===== config.mk =====
export PLATFORM = sky130hd
export DESIGN_NAME = cnd_top
export DESIGN_NICKNAME = d
export VERILOG_FILES = /design/src/verilog/cnd_pkg.sv /design/src/verilog/cnd_top.sv
export SDC_FILE = /design/constraint.sdc
export NUM_CORES = 1
export LEC_CHECK = 0
export ABC_AREA = 1
export ABC_CLOCK_PERIOD_IN_PS = 2510
export BUFFER_PORTS_ARGS = -buffer_cell sky130_fd_sc_hd__buf_4
export CAP_MARGIN = 30
export CORE_UTILIZATION = 41
export CTS_BUF_LIST = sky130_fd_sc_hd__clkbuf_4 sky130_fd_sc_hd__clkbuf_8
export DETAILED_ROUTE_END_ITERATION = 16
export PLACE_DENSITY = 0.62
export SLEW_MARGIN = 25
export SYNTH_ARGS = -nofsm -noshare
export SYNTH_HDL_FRONTEND = slang
export SYNTH_SLANG_ARGS = --single-unit

===== constraint.sdc =====
create_clock -name clk -period 2.51 [get_ports clk]
set_clock_uncertainty 0.1 [all_clocks]
set_input_delay 0.251 -clock clk [delete_from_list [all_inputs] [get_ports clk]]
set_output_delay 0.251 -clock clk [all_outputs]
set_load 0.01 [all_outputs]

===== src/verilog/cnd_pkg.sv =====
// constants and types of the condition code evaluator
// assumes one clock and an AXI4-Lite master with 32-bit data
package cnd_pkg;

  // register byte offsets
  localparam logic [7:0] CND_OFS_CTRL    = 8'h00;
  localparam logic [7:0] CND_OFS_SUBCODE = 8'h04;
  localparam logic [7:0] CND_OFS_FLAGS   = 8'h08;
  localparam logic [7:0] CND_OFS_STATUS  = 8'h0C;
  localparam logic [7:0] CND_OFS_EVALS   = 8'h10;
  localparam logic [7:0] CND_OFS_TRUES   = 8'h14;

  // control and status fields
  localparam int CND_CTRL_EN_BIT  = 0;
  localparam int CND_CTRL_GO_BIT  = 1;
  localparam int CND_ST_LAST_BIT  = 0;
  localparam int CND_ST_SW_BIT    = 1;
  localparam int CND_ST_DONE_BIT  = 2;
  localparam int CND_ST_SUB_LSB   = 4;

  // values after reset
  localparam logic        CND_CTRL_EN_RST = 1'b1;
  localparam logic [3:0]  CND_SUBCODE_RST = 4'h0;
  localparam logic [31:0] CND_WORD_RST    = 32'h0000_0000;

  // flag positions inside the processor flags word
  localparam int CND_POS_CARRY    = 0;
  localparam int CND_POS_PARITY   = 2;
  localparam int CND_POS_ZERO     = 6;
  localparam int CND_POS_SIGN     = 7;
  localparam int CND_POS_OVERFLOW = 11;

  // bus answers
  localparam logic [1:0] CND_RESP_OKAY   = 2'h0;
  localparam logic [1:0] CND_RESP_SLVERR = 2'h2;

  // condition subcodes, primary names
  typedef enum logic [3:0] {
    CND_OVERFLOW = 4'h0, CND_NO_OVERFLOW = 4'h1,
    CND_BELOW    = 4'h2, CND_NOT_BELOW   = 4'h3,
    CND_EQUAL    = 4'h4, CND_NOT_EQUAL   = 4'h5,
    CND_BELOW_EQ = 4'h6, CND_ABOVE       = 4'h7,
    CND_SIGN     = 4'h8, CND_NO_SIGN     = 4'h9,
    CND_PARITY   = 4'hA, CND_NO_PARITY   = 4'hB,
    CND_LESS     = 4'hC, CND_GREATER_EQ  = 4'hD,
    CND_LESS_EQ  = 4'hE, CND_GREATER     = 4'hF
  } cnd_code_t;

  // alternate names share the code of the same test
  localparam cnd_code_t CND_NOT_ABOVE_EQ   = CND_BELOW;
  localparam cnd_code_t CND_ABOVE_EQ       = CND_NOT_BELOW;
  localparam cnd_code_t CND_ZERO           = CND_EQUAL;
  localparam cnd_code_t CND_NOT_ZERO       = CND_NOT_EQUAL;
  localparam cnd_code_t CND_NOT_ABOVE      = CND_BELOW_EQ;
  localparam cnd_code_t CND_NOT_BELOW_EQ   = CND_ABOVE;
  localparam cnd_code_t CND_PARITY_EVEN    = CND_PARITY;
  localparam cnd_code_t CND_PARITY_ODD     = CND_NO_PARITY;
  localparam cnd_code_t CND_NOT_GREATER_EQ = CND_LESS;
  localparam cnd_code_t CND_NOT_LESS       = CND_GREATER_EQ;
  localparam cnd_code_t CND_NOT_GREATER    = CND_LESS_EQ;
  localparam cnd_code_t CND_NOT_LESS_EQ    = CND_GREATER;

  // consumer of the result
  typedef enum logic [1:0] {
    CND_KIND_JUMP       = 2'h0,
    CND_KIND_INT_MOVE   = 2'h1,
    CND_KIND_FLOAT_MOVE = 2'h2,
    CND_KIND_SET_BYTE   = 2'h3
  } cnd_kind_t;

  // the five tested status flags
  typedef struct packed {
    logic overflow_flag;
    logic sign_flag;
    logic zero_flag;
    logic parity_flag;
    logic carry_flag;
  } cnd_flags_t;

  // request from decode and answer to execute
  typedef struct packed {
    cnd_kind_t   kind;
    cnd_code_t   subcode;
    logic [31:0] flags_word;
  } cnd_req_t;

  typedef struct packed {
    cnd_kind_t  kind;
    logic       taken;
    logic [7:0] set_byte;
  } cnd_res_t;

endpackage


===== src/verilog/cnd_top.sv =====
// condition code evaluator with its AXI4-Lite register file
// assumes decode inputs are on clk and the bus master follows AXI4-Lite
`timescale 1ns/1ps

// Function
// - subcode 0000 true when overflow set, 0001 when overflow clear
// - subcode 0010 true when carry set, 0011 when carry clear
// - subcode 0100 true when zero set, 0101 when zero clear
// - 0110 true if carry or zero set, 0111 only if both clear
// - subcode 1000 true when sign set, 1001 when sign clear
// - subcode 1010 true on parity set, 1011 on parity clear
// - 1100 true when sign differs from overflow, 1101 when equal
// - 1110 true on zero or sign/overflow differ, 1111 its inverse
// - four-bit subcode selects the test for jumps, moves and set-byte
// - alternate names of one test share one subcode and result
// - above and below use carry, ordering unsigned operands
// - greater and less use sign and overflow, ordering signed operands
// - only carry, overflow, sign, zero and parity bits are read
module cnd_top
  import cnd_pkg::*;
(
  // clock, reset, enable
  input  wire logic        clk,
  input  wire logic        rst_n,
  input  wire logic        clk_en,
  // AXI4-Lite write address and data
  input  wire logic [7:0]  s_axi_awaddr,
  input  wire logic        s_axi_awvalid,
  output logic             s_axi_awready,
  input  wire logic [31:0] s_axi_wdata,
  input  wire logic [3:0]  s_axi_wstrb,
  input  wire logic        s_axi_wvalid,
  output logic             s_axi_wready,
  // AXI4-Lite write response
  output logic [1:0]       s_axi_bresp,
  output logic             s_axi_bvalid,
  input  wire logic        s_axi_bready,
  // AXI4-Lite read
  input  wire logic [7:0]  s_axi_araddr,
  input  wire logic        s_axi_arvalid,
  output logic             s_axi_arready,
  output logic [31:0]      s_axi_rdata,
  output logic [1:0]       s_axi_rresp,
  output logic             s_axi_rvalid,
  input  wire logic        s_axi_rready,
  // decode side
  input  wire logic        dec_valid,
  input  wire cnd_req_t    dec_req,
  // execute side
  output logic             res_valid,
  output cnd_res_t         res
);

  // evaluate one subcode against the five flags
  function automatic logic cnd_eval(input cnd_code_t code, input cnd_flags_t f);
    logic lt;
    lt = f.sign_flag ^ f.overflow_flag;
    case (code)
      CND_OVERFLOW:    cnd_eval = f.overflow_flag;
      CND_NO_OVERFLOW: cnd_eval = ~f.overflow_flag;
      CND_BELOW:       cnd_eval = f.carry_flag;
      CND_NOT_BELOW:   cnd_eval = ~f.carry_flag;
      CND_EQUAL:       cnd_eval = f.zero_flag;
      CND_NOT_EQUAL:   cnd_eval = ~f.zero_flag;
      CND_BELOW_EQ:    cnd_eval = f.carry_flag | f.zero_flag;
      CND_ABOVE:       cnd_eval = ~(f.carry_flag | f.zero_flag);
      CND_SIGN:        cnd_eval = f.sign_flag;
      CND_NO_SIGN:     cnd_eval = ~f.sign_flag;
      CND_PARITY:      cnd_eval = f.parity_flag;
      CND_NO_PARITY:   cnd_eval = ~f.parity_flag;
      CND_LESS:        cnd_eval = lt;
      CND_GREATER_EQ:  cnd_eval = ~lt;
      CND_LESS_EQ:     cnd_eval = lt | f.zero_flag;
      CND_GREATER:     cnd_eval = ~(lt | f.zero_flag);
      default:         cnd_eval = 1'b0;
    endcase
  endfunction

  // pull the tested flags out of a full flags word, ignore the rest
  function automatic cnd_flags_t cnd_pick(input logic [31:0] w);
    cnd_flags_t f;
    f.overflow_flag = w[CND_POS_OVERFLOW];
    f.sign_flag     = w[CND_POS_SIGN];
    f.zero_flag     = w[CND_POS_ZERO];
    f.parity_flag   = w[CND_POS_PARITY];
    f.carry_flag    = w[CND_POS_CARRY];
    cnd_pick = f;
  endfunction

  // merge a write under byte enables
  function automatic logic [31:0] cnd_strb(input logic [31:0] old,
                                           input logic [31:0] data,
                                           input logic [3:0]  strb);
    logic [31:0] v;
    v = old;
    for (int i = 0; i < 4; i++) begin
      if (strb[i]) begin
        v[i*8 +: 8] = data[i*8 +: 8];
      end
    end
    cnd_strb = v;
  endfunction

  // address decode shared by both channels
  function automatic logic cnd_hit(input logic [7:0] a);
    cnd_hit = (a == CND_OFS_CTRL)   || (a == CND_OFS_SUBCODE) ||
              (a == CND_OFS_FLAGS)  || (a == CND_OFS_STATUS)  ||
              (a == CND_OFS_EVALS)  || (a == CND_OFS_TRUES);
  endfunction

  // bus channel state
  logic        aw_held_ff;
  logic        w_held_ff;
  logic [7:0]  awaddr_ff;
  logic [31:0] wdata_ff;
  logic [3:0]  wstrb_ff;
  logic        awready_ff;
  logic        wready_ff;
  logic        bvalid_ff;
  logic [1:0]  bresp_ff;
  logic        arready_ff;
  logic        rvalid_ff;
  logic [31:0] rdata_ff;
  logic [1:0]  rresp_ff;

  // register file state
  logic        ctrl_en_ff;
  cnd_code_t   sw_code_ff;
  logic [31:0] sw_word_ff;
  logic        sw_taken_ff;
  logic        sw_done_ff;
  cnd_code_t   last_code_ff;
  logic [31:0] evals_ff;
  logic [31:0] trues_ff;
  logic        res_valid_ff;
  cnd_res_t    res_ff;

  // handshakes and decoded writes
  logic        aw_take;
  logic        w_take;
  logic        wr_fire;
  logic        ar_take;
  logic        nxt_aw_held;
  logic        nxt_w_held;
  logic        nxt_bvalid;
  logic        nxt_rvalid;
  logic        wr_ctrl;
  logic        wr_sub;
  logic        wr_word;
  logic        wr_status;
  logic        wr_evals;
  logic        sw_go;
  logic        eval_fire;
  logic        eval_taken;
  logic [31:0] rd_data;

  assign aw_take   = s_axi_awvalid & awready_ff;
  assign w_take    = s_axi_wvalid & wready_ff;
  // both halves latched first, so address and data may come in any order
  assign wr_fire   = aw_held_ff & w_held_ff & ~bvalid_ff;
  assign ar_take   = s_axi_arvalid & arready_ff;
  assign nxt_aw_held = ~wr_fire & (aw_held_ff | aw_take);
  assign nxt_w_held  = ~wr_fire & (w_held_ff | w_take);
  assign nxt_bvalid  = wr_fire | (bvalid_ff & ~s_axi_bready);
  assign nxt_rvalid  = ar_take | (rvalid_ff & ~s_axi_rready);

  // write strobes per register
  assign wr_ctrl   = wr_fire && awaddr_ff == CND_OFS_CTRL;
  assign wr_sub    = wr_fire && awaddr_ff == CND_OFS_SUBCODE;
  assign wr_word   = wr_fire && awaddr_ff == CND_OFS_FLAGS;
  assign wr_status = wr_fire && awaddr_ff == CND_OFS_STATUS;
  assign wr_evals  = wr_fire && awaddr_ff == CND_OFS_EVALS;
  assign sw_go     = wr_ctrl && wstrb_ff[0] && wdata_ff[CND_CTRL_GO_BIT];

  // pipeline evaluation from current inputs, gated by the enable register ctrl_en_ff
  assign eval_fire  = dec_valid & ctrl_en_ff;
  assign eval_taken = cnd_eval(dec_req.subcode, cnd_pick(dec_req.flags_word));

  // write channel; readies drop while a write waits for its response
  always_ff @(posedge clk or negedge rst_n) begin
    if (!rst_n) begin
      aw_held_ff <= 1'b0;
      w_held_ff  <= 1'b0;
      awaddr_ff  <= 8'h00;
      wdata_ff   <= 32'h0000_0000;
      wstrb_ff   <= 4'h0;
      awready_ff <= 1'b0;
      wready_ff  <= 1'b0;
      bvalid_ff  <= 1'b0;
      bresp_ff   <= CND_RESP_OKAY;
    end else if (clk_en) begin
      aw_held_ff <= nxt_aw_held;
      w_held_ff  <= nxt_w_held;
      awready_ff <= ~nxt_aw_held & ~nxt_bvalid;
      wready_ff  <= ~nxt_w_held & ~nxt_bvalid;
      bvalid_ff  <= nxt_bvalid;
      if (aw_take) begin
        awaddr_ff <= s_axi_awaddr;
      end
      if (w_take) begin
        wdata_ff <= s_axi_wdata;
        wstrb_ff <= s_axi_wstrb;
      end
      if (wr_fire) begin
        bresp_ff <= cnd_hit(awaddr_ff) ? CND_RESP_OKAY : CND_RESP_SLVERR;
      end
    end
  end

  // read mux; unmapped words read zero with an error answer
  always_comb begin
    rd_data = 32'h0000_0000;
    case (s_axi_araddr)
      CND_OFS_CTRL:    rd_data[CND_CTRL_EN_BIT] = ctrl_en_ff;
      CND_OFS_SUBCODE: rd_data[3:0] = sw_code_ff;
      CND_OFS_FLAGS:   rd_data = sw_word_ff;
      CND_OFS_STATUS: begin
        rd_data[CND_ST_LAST_BIT] = res_ff.taken;
        rd_data[CND_ST_SW_BIT]   = sw_taken_ff;
        rd_data[CND_ST_DONE_BIT] = sw_done_ff;
        rd_data[CND_ST_SUB_LSB +: 4] = last_code_ff;
      end
      CND_OFS_EVALS:   rd_data = evals_ff;
      CND_OFS_TRUES:   rd_data = trues_ff;
      default:         rd_data = 32'h0000_0000;
    endcase
  end

  // read channel; one read at a time, answer one cycle after address
  always_ff @(posedge clk or negedge rst_n) begin
    if (!rst_n) begin
      arready_ff <= 1'b0;
      rvalid_ff  <= 1'b0;
      rdata_ff   <= 32'h0000_0000;
      rresp_ff   <= CND_RESP_OKAY;
    end else if (clk_en) begin
      arready_ff <= ~nxt_rvalid;
      rvalid_ff  <= nxt_rvalid;
      if (ar_take) begin
        rdata_ff <= rd_data;
        rresp_ff <= cnd_hit(s_axi_araddr) ? CND_RESP_OKAY : CND_RESP_SLVERR;
      end
    end
  end

  // software controls; the go bit is a self-clearing action
  always_ff @(posedge clk or negedge rst_n) begin
    if (!rst_n) begin
      ctrl_en_ff <= CND_CTRL_EN_RST;
      sw_code_ff <= cnd_code_t'(CND_SUBCODE_RST);
      sw_word_ff <= CND_WORD_RST;
    end else if (clk_en) begin
      if (wr_ctrl && wstrb_ff[0]) begin
        ctrl_en_ff <= wdata_ff[CND_CTRL_EN_BIT];
      end
      if (wr_sub && wstrb_ff[0]) begin
        sw_code_ff <= cnd_code_t'(wdata_ff[3:0]);
      end
      if (wr_word) begin
        sw_word_ff <= cnd_strb(sw_word_ff, wdata_ff, wstrb_ff);
      end
    end
  end

  // software test path; a new result wins over a done clear
  always_ff @(posedge clk or negedge rst_n) begin
    if (!rst_n) begin
      sw_taken_ff <= 1'b0;
      sw_done_ff  <= 1'b0;
    end else if (clk_en) begin
      if (sw_go) begin
        sw_taken_ff <= cnd_eval(sw_code_ff, cnd_pick(sw_word_ff));
        sw_done_ff  <= 1'b1;
      end else if (wr_status && wstrb_ff[0] && wdata_ff[CND_ST_DONE_BIT]) begin
        sw_done_ff <= 1'b0;
      end
    end
  end

  // registered result for the consumer; kind, taken and set byte load only on eval_fire
  always_ff @(posedge clk or negedge rst_n) begin
    if (!rst_n) begin
      res_valid_ff <= 1'b0;
      res_ff       <= '0;
      last_code_ff <= cnd_code_t'(CND_SUBCODE_RST);
    end else if (clk_en) begin
      res_valid_ff <= eval_fire;
      if (eval_fire) begin
        res_ff.kind     <= dec_req.kind;
        res_ff.taken    <= eval_taken;
        res_ff.set_byte <= {7'h00, eval_taken};
        last_code_ff    <= dec_req.subcode;
      end
    end
  end

  // activity counters; a write to the first clears both
  always_ff @(posedge clk or negedge rst_n) begin
    if (!rst_n) begin
      evals_ff <= CND_WORD_RST;
      trues_ff <= CND_WORD_RST;
    end else if (clk_en) begin
      evals_ff <= (wr_evals ? CND_WORD_RST : evals_ff) + {31'h0, eval_fire};
      trues_ff <= (wr_evals ? CND_WORD_RST : trues_ff) + {31'h0, eval_fire & eval_taken};
    end
  end

  // outputs straight from flops
  assign s_axi_awready = awready_ff;
  assign s_axi_wready  = wready_ff;
  assign s_axi_bvalid  = bvalid_ff;
  assign s_axi_bresp   = bresp_ff;
  assign s_axi_arready = arready_ff;
  assign s_axi_rvalid  = rvalid_ff;
  assign s_axi_rdata   = rdata_ff;
  assign s_axi_rresp   = rresp_ff;
  assign res_valid     = res_valid_ff;
  assign res           = res_ff;

  // checks on the evaluated result, one cycle after the request
  chk_overflow_pair: assert property (@(posedge clk) disable iff (!rst_n)
    clk_en && eval_fire && dec_req.subcode[3:1] == 3'b000 |=>
      res_ff.taken == ($past(dec_req.flags_word[CND_POS_OVERFLOW]) ^ $past(dec_req.subcode[0])))
    else $error("overflow test result wrong");

  chk_carry_pair: assert property (@(posedge clk) disable iff (!rst_n)
    clk_en && eval_fire && dec_req.subcode[3:1] == 3'b001 |=>
      res_ff.taken == ($past(dec_req.flags_word[CND_POS_CARRY]) ^ $past(dec_req.subcode[0])))
    else $error("carry test result wrong");

  chk_zero_pair: assert property (@(posedge clk) disable iff (!rst_n)
    clk_en && eval_fire && dec_req.subcode[3:1] == 3'b010 |=>
      res_ff.taken == ($past(dec_req.flags_word[CND_POS_ZERO]) ^ $past(dec_req.subcode[0])))
    else $error("zero test result wrong");

  chk_unsigned_above: assert property (@(posedge clk) disable iff (!rst_n)
    clk_en && eval_fire && dec_req.subcode == CND_ABOVE &&
    (dec_req.flags_word[CND_POS_CARRY] || dec_req.flags_word[CND_POS_ZERO]) |=>
      !res_ff.taken && res_valid_ff)
    else $error("above true with carry or zero set");

  chk_sign_pair: assert property (@(posedge clk) disable iff (!rst_n)
    clk_en && eval_fire && dec_req.subcode[3:1] == 3'b100 |=>
      res_ff.taken == ($past(dec_req.flags_word[CND_POS_SIGN]) ^ $past(dec_req.subcode[0])))
    else $error("sign test result wrong");

  chk_parity_pair: assert property (@(posedge clk) disable iff (!rst_n)
    clk_en && eval_fire && dec_req.subcode[3:1] == 3'b101 |=>
      res_ff.taken == ($past(dec_req.flags_word[CND_POS_PARITY]) ^ $past(dec_req.subcode[0])))
    else $error("parity test result wrong");

  chk_signed_less: assert property (@(posedge clk) disable iff (!rst_n)
    clk_en && eval_fire && dec_req.subcode == CND_LESS |=>
      res_ff.taken == ($past(dec_req.flags_word[CND_POS_SIGN]) !=
                       $past(dec_req.flags_word[CND_POS_OVERFLOW])))
    else $error("less result wrong");

  chk_signed_greater: assert property (@(posedge clk) disable iff (!rst_n)
    clk_en && eval_fire && dec_req.subcode == CND_GREATER && dec_req.flags_word[CND_POS_ZERO]
      |=> !res_ff.taken)
    else $error("greater true with zero set");

  chk_kind_follow: assert property (@(posedge clk) disable iff (!rst_n)
    clk_en && eval_fire |=> res_valid_ff && res_ff.kind == $past(dec_req.kind) &&
      res_ff.set_byte == {7'h00, res_ff.taken})
    else $error("result kind or set byte wrong");

  chk_result_idle: assert property (@(posedge clk) disable iff (!rst_n)
    clk_en && !eval_fire |=> !res_valid_ff ##1 (!$past(clk_en) || $stable(evals_ff) ||
      $past(eval_fire) || $past(wr_evals)))
    else $error("result valid without request");

endmodule


==> flow_summary.yaml, run 1 <==
synth:
  yosys_warnings: 0
  synth_top_flop_cell: "dfrtp_1"
  ys_seq_elements: 196
  netlist_area_um2: 10570
  syn_inst: 1366
  avgSynthCellArea_um2: 7.734
  synth_edf_count: 0
  synth_sequential_area_ratio_pct: 46.44
  async_flop_share_pct: 100.0
  ys_types: 49
layout:
  fin_cells: 1903
  nets: 1663
  antennaDiodeCount: 0
  area_growth_pct: 23.76
  drive_gt1_share_pct: 19.14
routing:
  final_antenna_net_count: 0
  wirelength_um: 27430
  detailroute.via_count: 9275
  wl_per_cell_um: 14.42
  first_iter_violations: 660
  drc: 0
  firstDrtPassIters: 5
  via_per_inst: 4.874
grt:
  grt_pass1_vias: 8647
  grt_max_degree: 75
  grt_first_pass_wirelength_um: 44690
  grt_use_total_pct: 21.69
  antenna_found_initial: 0
  grt_overflow: 0
sta:
  finalCritPeriodShare_pct: 95.33
  slew_viol_final: 0
  fin_setup_tns_ps: 0
  slew_headroom_pct: 55.85
  rsz0062_at_grt: "yes"
  hold_ws_ps: 27.76
  max_freq_mhz: 417.9
  setup_ws_ps: 117.2
  hold_viol: 0
  setup_viol: 0
  fin_crit_ps: 2393
  worst_pin_slew_ps: 662.2
setup_path:
  crit_family: "simple AND/OR/NAND/NOR gates"
  crit_type: "reg2reg"
  crit_start: "awaddr_ff[2]$_DFFE_PN0P_"
  endpoint_kind: "flip-flop"
  r2r_start: "awaddr_ff[2]$_DFFE_PN0P_"
  r2r-end: "trues_ff[14]$_DFFE_PN0P_"
  crit_chain: "inv_1, nand2_2, nor2_4, nand3_4, inv_2, buf_4, nor2_2, ha_2, ha_4, nand2_2, nor2_4, nand2_2, nor2_4, buf_4, nand3_1, xor2_1"
  crit_path_start_kind: "flip-flop"
  max_stage_delay_ps: 380
  cp_slowest_cell: "dfrtp_1"
  required_ps: 2770
  cp_max_fo: 5
  r2r_setup_slack_ps: 120
  cp.arrival_ps: 2650
  worst-path-buf-inv: 4
  r2r_cells: 16
place:
  place_hpwl_um: 19910
  dp_cells: 1814
  place_congestion: 0.9034
  place_worst_setup_slack_ps: -179.4
  port_buffers: 115
pwr:
  p_per_area_nw_per_um2: 690.7
  power_w: 0.009030
  leakage_nw: 6.551
  ir_drop_v: 0.0003805
cts:
  h-tree-depth: 4
  clock_tree.buffer_depth: 2
  clock_latency_ps: 480
  cts-root-buf: "clkbuf_8"
  cts_sinks: 196
  clkSlewWorstSetupHoldPaths_ps: 120
  numCtsBuffers: 17
  cts_tree: "yes"
min_path:
  holdPathEnd: "last_code_ff[1]$_DFFE_PN0P_"
  hold_class: "in2reg"
  hold_path_startpoint: "dec_req[33]"
  holdPathStages: 4
floorplan:
  floorplan.rows: 58
  die_height_um: 162.5
  dieArea_um2: 26410
  pin_count: 152
  core_area_um2: 25250
  start_util_pct: 41.84
  die_x_um: 162.5
job:
  max_cap_viol_count: 0
outcome:
  outcome: "finished clean"
timing repair:
action / in CTS / in global routing
setup endpoints to repair: 0 / 37
resized for setup: 0 / 29
hold buffers: 50 / 0
setup buffers: 0 / 6
hold endpoints to repair: 119 / 0
stage by stage:
stage	area (um2)	util, %
after floorplan	10600	-
after global placement	12000	47.50
after detailed placement	12000	47.50
after CTS	12920	51.15
after global routing	13080	51.77
final	13080	51.77
per-layer routing:
| metal | up-vias | GRT usage (%) | wire (um) |
|---|---|---|---|
| met2 | 209 | 33.47 | 12380 |
| li1 | 4684 | - | - |
| met4 | 0 | 5.317 | 338 |
| met1 | 4358 | 32.16 | 13580 |
| met5 | - | 0 | 0 |
| met3 | 24 | 2.674 | 1128 |
registers in the layout, indices dropped and copies added (netlist names):
signal	cells
evals_ff	32
s_axi_rdata	32
sw_word_ff	32
trues_ff	32
wdata_ff	32
awaddr_ff	8
last_code_ff	4
sw_code_ff	4
wstrb_ff	4
res	3
aw_held_ff	1
ctrl_en_ff	1
res_valid	1
s_axi_arready	1
s_axi_awready	1
s_axi_bresp	1
s_axi_bvalid	1
s_axi_rresp	1
s_axi_rvalid	1
s_axi_wready	1
sw_done_ff	1
sw_taken_ff	1
w_held_ff	1
cells in the mapped netlist (2+ instances only):
cell type    n  share of area, %
a211oi_1     2              0.14
a21oi_1     22               1.0
a32o_1       2              0.19
and2_1       2              0.12
buf_1        2             0.071
buf_12       2              0.38
buf_2        6              0.28
buf_4       15               1.1
buf_6        3              0.32
clkbuf_1    25              0.89
clkinv_1     2             0.071
dfrtp_1    195                46
ha_1         4              0.47
inv_1      205               7.3
inv_2        7              0.25
mux2_2       2              0.21
nand2_1    358                13
nand2_2     12              0.71
nand2_4      3              0.32
nand3_1     71               3.4
nand3_2      7              0.66
nand3_4      6              0.99
nand3b_1     4              0.28
nand4_1     27               1.6
nor2_1     111               3.9
nor2_2      17               1.0
nor2_4      14               1.5
nor3_1      13              0.62
nor3_2       5              0.47
o2111ai_1    5              0.41
o211ai_1     2              0.14
o21ai_0    151               7.2
o21ai_1      4              0.19
o22ai_1     10              0.59
o31ai_1      2              0.14
o41ai_1      2              0.17
xnor2_1      9              0.75
xor2_1      26               2.2
worst max-delay path by stage:
stage               cells past startpoint                        to  slack [ps]
floorplan                              17  evals_ff[22]$_DFFE_PN0P_         110
global placement                       19  trues_ff[20]$_DFFE_PN0P_        -150
detailed placement                     20  trues_ff[24]$_DFFE_PN0P_        -180
CTS                                    16  evals_ff[30]$_DFFE_PN0P_          10
global route                           18  trues_ff[21]$_DFFE_PN0P_         -30
finish                                 16  trues_ff[14]$_DFFE_PN0P_         120
report_power, final:
part           switching (W)  internal [W]
logic                0.00163       0.00102
registers           0.000417       0.00386
clock network        0.00131      0.000795
total                0.00336       0.00568
cell usage in the layout, fill, tap and decap left out, types with 4 or more instances in the layout:
cell type / n
dfrtp_1: 195
nor2_1: 105
nor3_1: 12
o21ai_1: 5
clkinv_8: 6
a21oi_1: 22
o21ai_0: 150
nand4_1: 27
inv_1: 203
nand2_4: 6
buf_12: 5
conb_1: 9
nand2_1: 353
nor2_2: 20
dlygate4sd3_1: 50
o2111ai_1: 5
clkbuf_8: 19
xnor2_1: 9
nand3_1: 68
o22ai_1: 10
buf_4: 163
nor3_2: 6
nand2_2: 14
inv_6: 4
nand3_2: 10
nor2_4: 18
nand3_4: 6
xor2_1: 26
nand3b_1: 4
inv_2: 9
kinds of logic after synthesis:
group           after synthesis  synth area share, %
simple gates                655                28.87
buf+inv                     267                10.61
compound gates              206                10.46
flops                       196                46.44
xor+xnor                     35                2.902
fa+ha+maj                     4               0.4737
mux                           2               0.2132
other cells                   1              0.03549
worst min-delay path, delay by kind of cell:
family	cells	cell delay [ps]
AND/OR/NAND/NOR	1	40
AO/OA/AOI/OAI	1	60
buffers and inverters	2	220
final cells by class:
type | instances | area [um2]
fillers | 2466 | 12180
flip-flops and latches | 196 | 4906
multi-input cells | 912 | 4692
repair buffers | 219 | 1838
inverters | 214 | 803.3
well taps | 330 | 412.9
clock buffers | 18 | 247.7
clock inverters | 14 | 175.2
Power figures use the tool's default switching activity.
==> inputs of run 2 (changes only) <==
--- a/config.mk
+++ b/config.mk
@@ -9,10 +9,13 @@
 export ABC_CLOCK_PERIOD_IN_PS = 2510
 export BUFFER_PORTS_ARGS = -buffer_cell sky130_fd_sc_hd__buf_4
 export CAP_MARGIN = 30
-export CORE_UTILIZATION = 41
+export CELL_PAD_IN_SITES_DETAIL_PLACEMENT = 2
+export CELL_PAD_IN_SITES_GLOBAL_PLACEMENT = 2
+export CORE_UTILIZATION = 31
 export CTS_BUF_LIST = sky130_fd_sc_hd__clkbuf_4 sky130_fd_sc_hd__clkbuf_8
 export DETAILED_ROUTE_END_ITERATION = 16
-export PLACE_DENSITY = 0.62
+export GPL_TIMING_DRIVEN = 0
+export PLACE_DENSITY = 0.77
 export SLEW_MARGIN = 25
 export SYNTH_ARGS = -nofsm -noshare
 export SYNTH_HDL_FRONTEND = slang
==> run 2 against run 1 <==
Compared with the run above: maximum frequency is 4.6% lower; worst setup slack worse by 110 ps; sequential share of layout area is 0.91 points lower; register-to-register slack worse by 70 ps; die area is 32% higher; clock-buffer cell count stayed put; non-clock buffer count is 37 higher; global-route usage is 3.0 points higher; final cell count is 8.1% higher; core utilization is 12 points lower.
==> flow_summary.yaml, run 2 (synthesis gave the netlist of run 1 again) <==
grt:
  grt_pass1_vias: 11400
  grt_use_total_pct: 24.65
  antenna_found_initial: 0
  grt_first_pass_wirelength_um: 65830
  grt_max_degree: 92
  grt_overflow: 0
floorplan:
  floorplan.rows: 67
  pin_count: 152
  dieArea_um2: 34820
  start_util_pct: 31.51
  core_area_um2: 33530
  die_x_um: 186.6
  die_height_um: 186.6
routing:
  dr_wl_met3_um: 1296
  routed.top_layer: "met4"
  drc: 0
  wirelength_um: 42990
  final_antenna_net_count: 0
  detailroute.via_count: 10270
  first_iter_violations: 504
  firstDrtPassIters: 5
  via_per_inst: 4.992
  met1_length_um: 18750
  wl_per_cell_um: 20.90
  routed-wl-met2_um: 21800
setup_path:
  crit_path_start_kind: "primary input"
  max_stage_delay_ps: 690
  r2r_setup_slack_ps: 50
  cp_max_fo: 10
  cp.arrival_ps: 2770
  endpoint_kind: "flip-flop"
  required_ps: 2770
  r2r-end: "evals_ff[26]$_DFFE_PN0P_"
  crit_type: "in2reg"
  cp_slowest_cell: "clkinv_1"
  crit_chain: "buf_2, clkinv_1, nor2_2, clkbuf_1, o21ai_0"
  r2r_cells: 18
  r2r_start: "awaddr_ff[2]$_DFFE_PN0P_"
cts:
  clock_latency_ps: 530
  cts_sinks: 196
  cts-root-buf: "clkbuf_8"
  clkSlewWorstSetupHoldPaths_ps: 110
  clock_tree.buffer_depth: 2
  numCtsBuffers: 17
  cts_tree: "yes"
  h-tree-depth: 4
sta:
  rsz0062_at_grt: "yes"
  setup_viol: 0
  setup_ws_ps: 2.433
  fin_setup_tns_ps: 0
  max_freq_mhz: 398.8
  fin_crit_ps: 2508
  slew_headroom_pct: 47.29
  slew_viol_final: 0
  finalCritPeriodShare_pct: 99.90
  hold_viol: 0
  worst_pin_slew_ps: 790.7
min_path:
  hold_class: "in2reg"
  holdPathEnd: "last_code_ff[0]$_DFFE_PN0P_"
  holdPathStages: 3
  hold_path_startpoint: "dec_req[32]"
place:
  place_worst_setup_slack_ps: -676.0
  place_hpwl_um: 29340
  port_buffers: 114
  place_congestion: 0.8732
layout:
  nets: 1699
  antennaDiodeCount: 0
  final_cell_mix: "353 x nand2_1, 198 x inv_1, 195 x dfrtp_1, 159 x buf_4, 150 x o21ai_0"
  area_growth_pct: 26.85
  drive_gt1_share_pct: 19.33
  fill_cells: 3880
  final_common_cell: "nand2_1"
  fin_util_pct: 39.97
job:
  max_cap_viol_count: 0
pwr:
  ir_drop_v: 0.0004348
  p_per_area_nw_per_um2: 720.2
  leakage_nw: 6.642
outcome:
  outcome: "finished clean"
[run 2: cell count changes in the layout (fill, tap and decap cells not counted), sizes merged]
cell         delta
buf             +6
clkbuf         +25
clkinv          -1
clkinvlp        +3
dlygate4sd3     +6
inv             -2
nor2            -1
[run 2: what timing repair did]
| item | 4_1_cts | 5_1_grt |
|---|---|---|
| gates resized for setup | 23 | 29 |
| endpoints found under the setup margin | 68 | 67 |
| setup buffers | 14 | 18 |
| hold endpoints to repair | 160 | 0 |
| pin swaps | 10 | 21 |
| hold buffers | 56 | 0 |
[run 2: worst max-delay path, delay by kind of cell]
kind	cells	cell delay [ps]
AOI/OAI and AO/OA	1	230
buffers and inverters	3	1660
and+or+nand+nor	1	620
[run 2: power breakdown]
part           switching [W]  total [W]  leakage, nW  internal (W)
Clock                0.00137    0.00211        0.185      0.000741
Combinational        0.00204    0.00317         4.01       0.00112
Sequential          0.000515    0.00438         2.45       0.00386
Total                0.00393    0.00965         6.64       0.00573
[run 2: per-layer routing]
layer | global-route usage, % | up-vias
met4 | 8.827 | 0
li1 | - | 4733
met1 | 31.56 | 5294
met2 | 42.70 | 183
met3 | 2.934 | 58
met5 | 0 | -
[run 2: worst max path at each step]
| stage | start | end | slack [ps] | cells after the start |
|---|---|---|---|---|
| 2_1_floorplan | awaddr_ff[0]$_DFFE_PN0P_ | evals_ff[22]$_DFFE_PN0P_ | 110 | 17 |
| 3_3_place_gp | clk_en | wdata_ff[1]$_DFFE_PN0P_ | -590 | 5 |
| 3_5_place_dp | clk_en | wdata_ff[30]$_DFFE_PN0P_ | -680 | 6 |
| 4_1_cts | s_axi_bvalid$_DFFE_PN0P_ | evals_ff[23]$_DFFE_PN0P_ | 3 | 8 |
| 5_1_grt | awaddr_ff[2]$_DFFE_PN0P_ | evals_ff[26]$_DFFE_PN0P_ | -80 | 18 |
| 6_report | clk_en | wdata_ff[2]$_DFFE_PN0P_ | 2 | 5 |
[run 2: cell type report]
cell class / count / area, um2 / share of cell area [%]
buffer: 52 / 309.0 / 2.306
timing repair buffer: 204 / 1723 / 12.86
clock inverter: 14 / 117.6 / 0.8776
sequential: 196 / 4906 / 36.61
clock buffer: 18 / 247.7 / 1.849
multi-input combinational: 911 / 4718 / 35.21
inverter: 214 / 819.5 / 6.115
tap: 448 / 560.5 / 4.183
[run 2: per-stage QoR]
| step | area, um2 | total power, W | hold slack (ps) | std cells |
|---|---|---|---|---|
| finish | 13400 | 0.009652 | 7.798 | 2057 |
| global route | 13400 | 0.01025 | 22.26 | 2057 |
| CTS | 13190 | 0.009363 | 4.785 | 2040 |
| detailed placement | 12070 | 0.007053 | 123.0 | 1938 |
| global placement | 12010 | 0.006844 | 353.3 | 1936 |
| floorplan | 10600 | 0.005981 | -144.6 | 1374 |
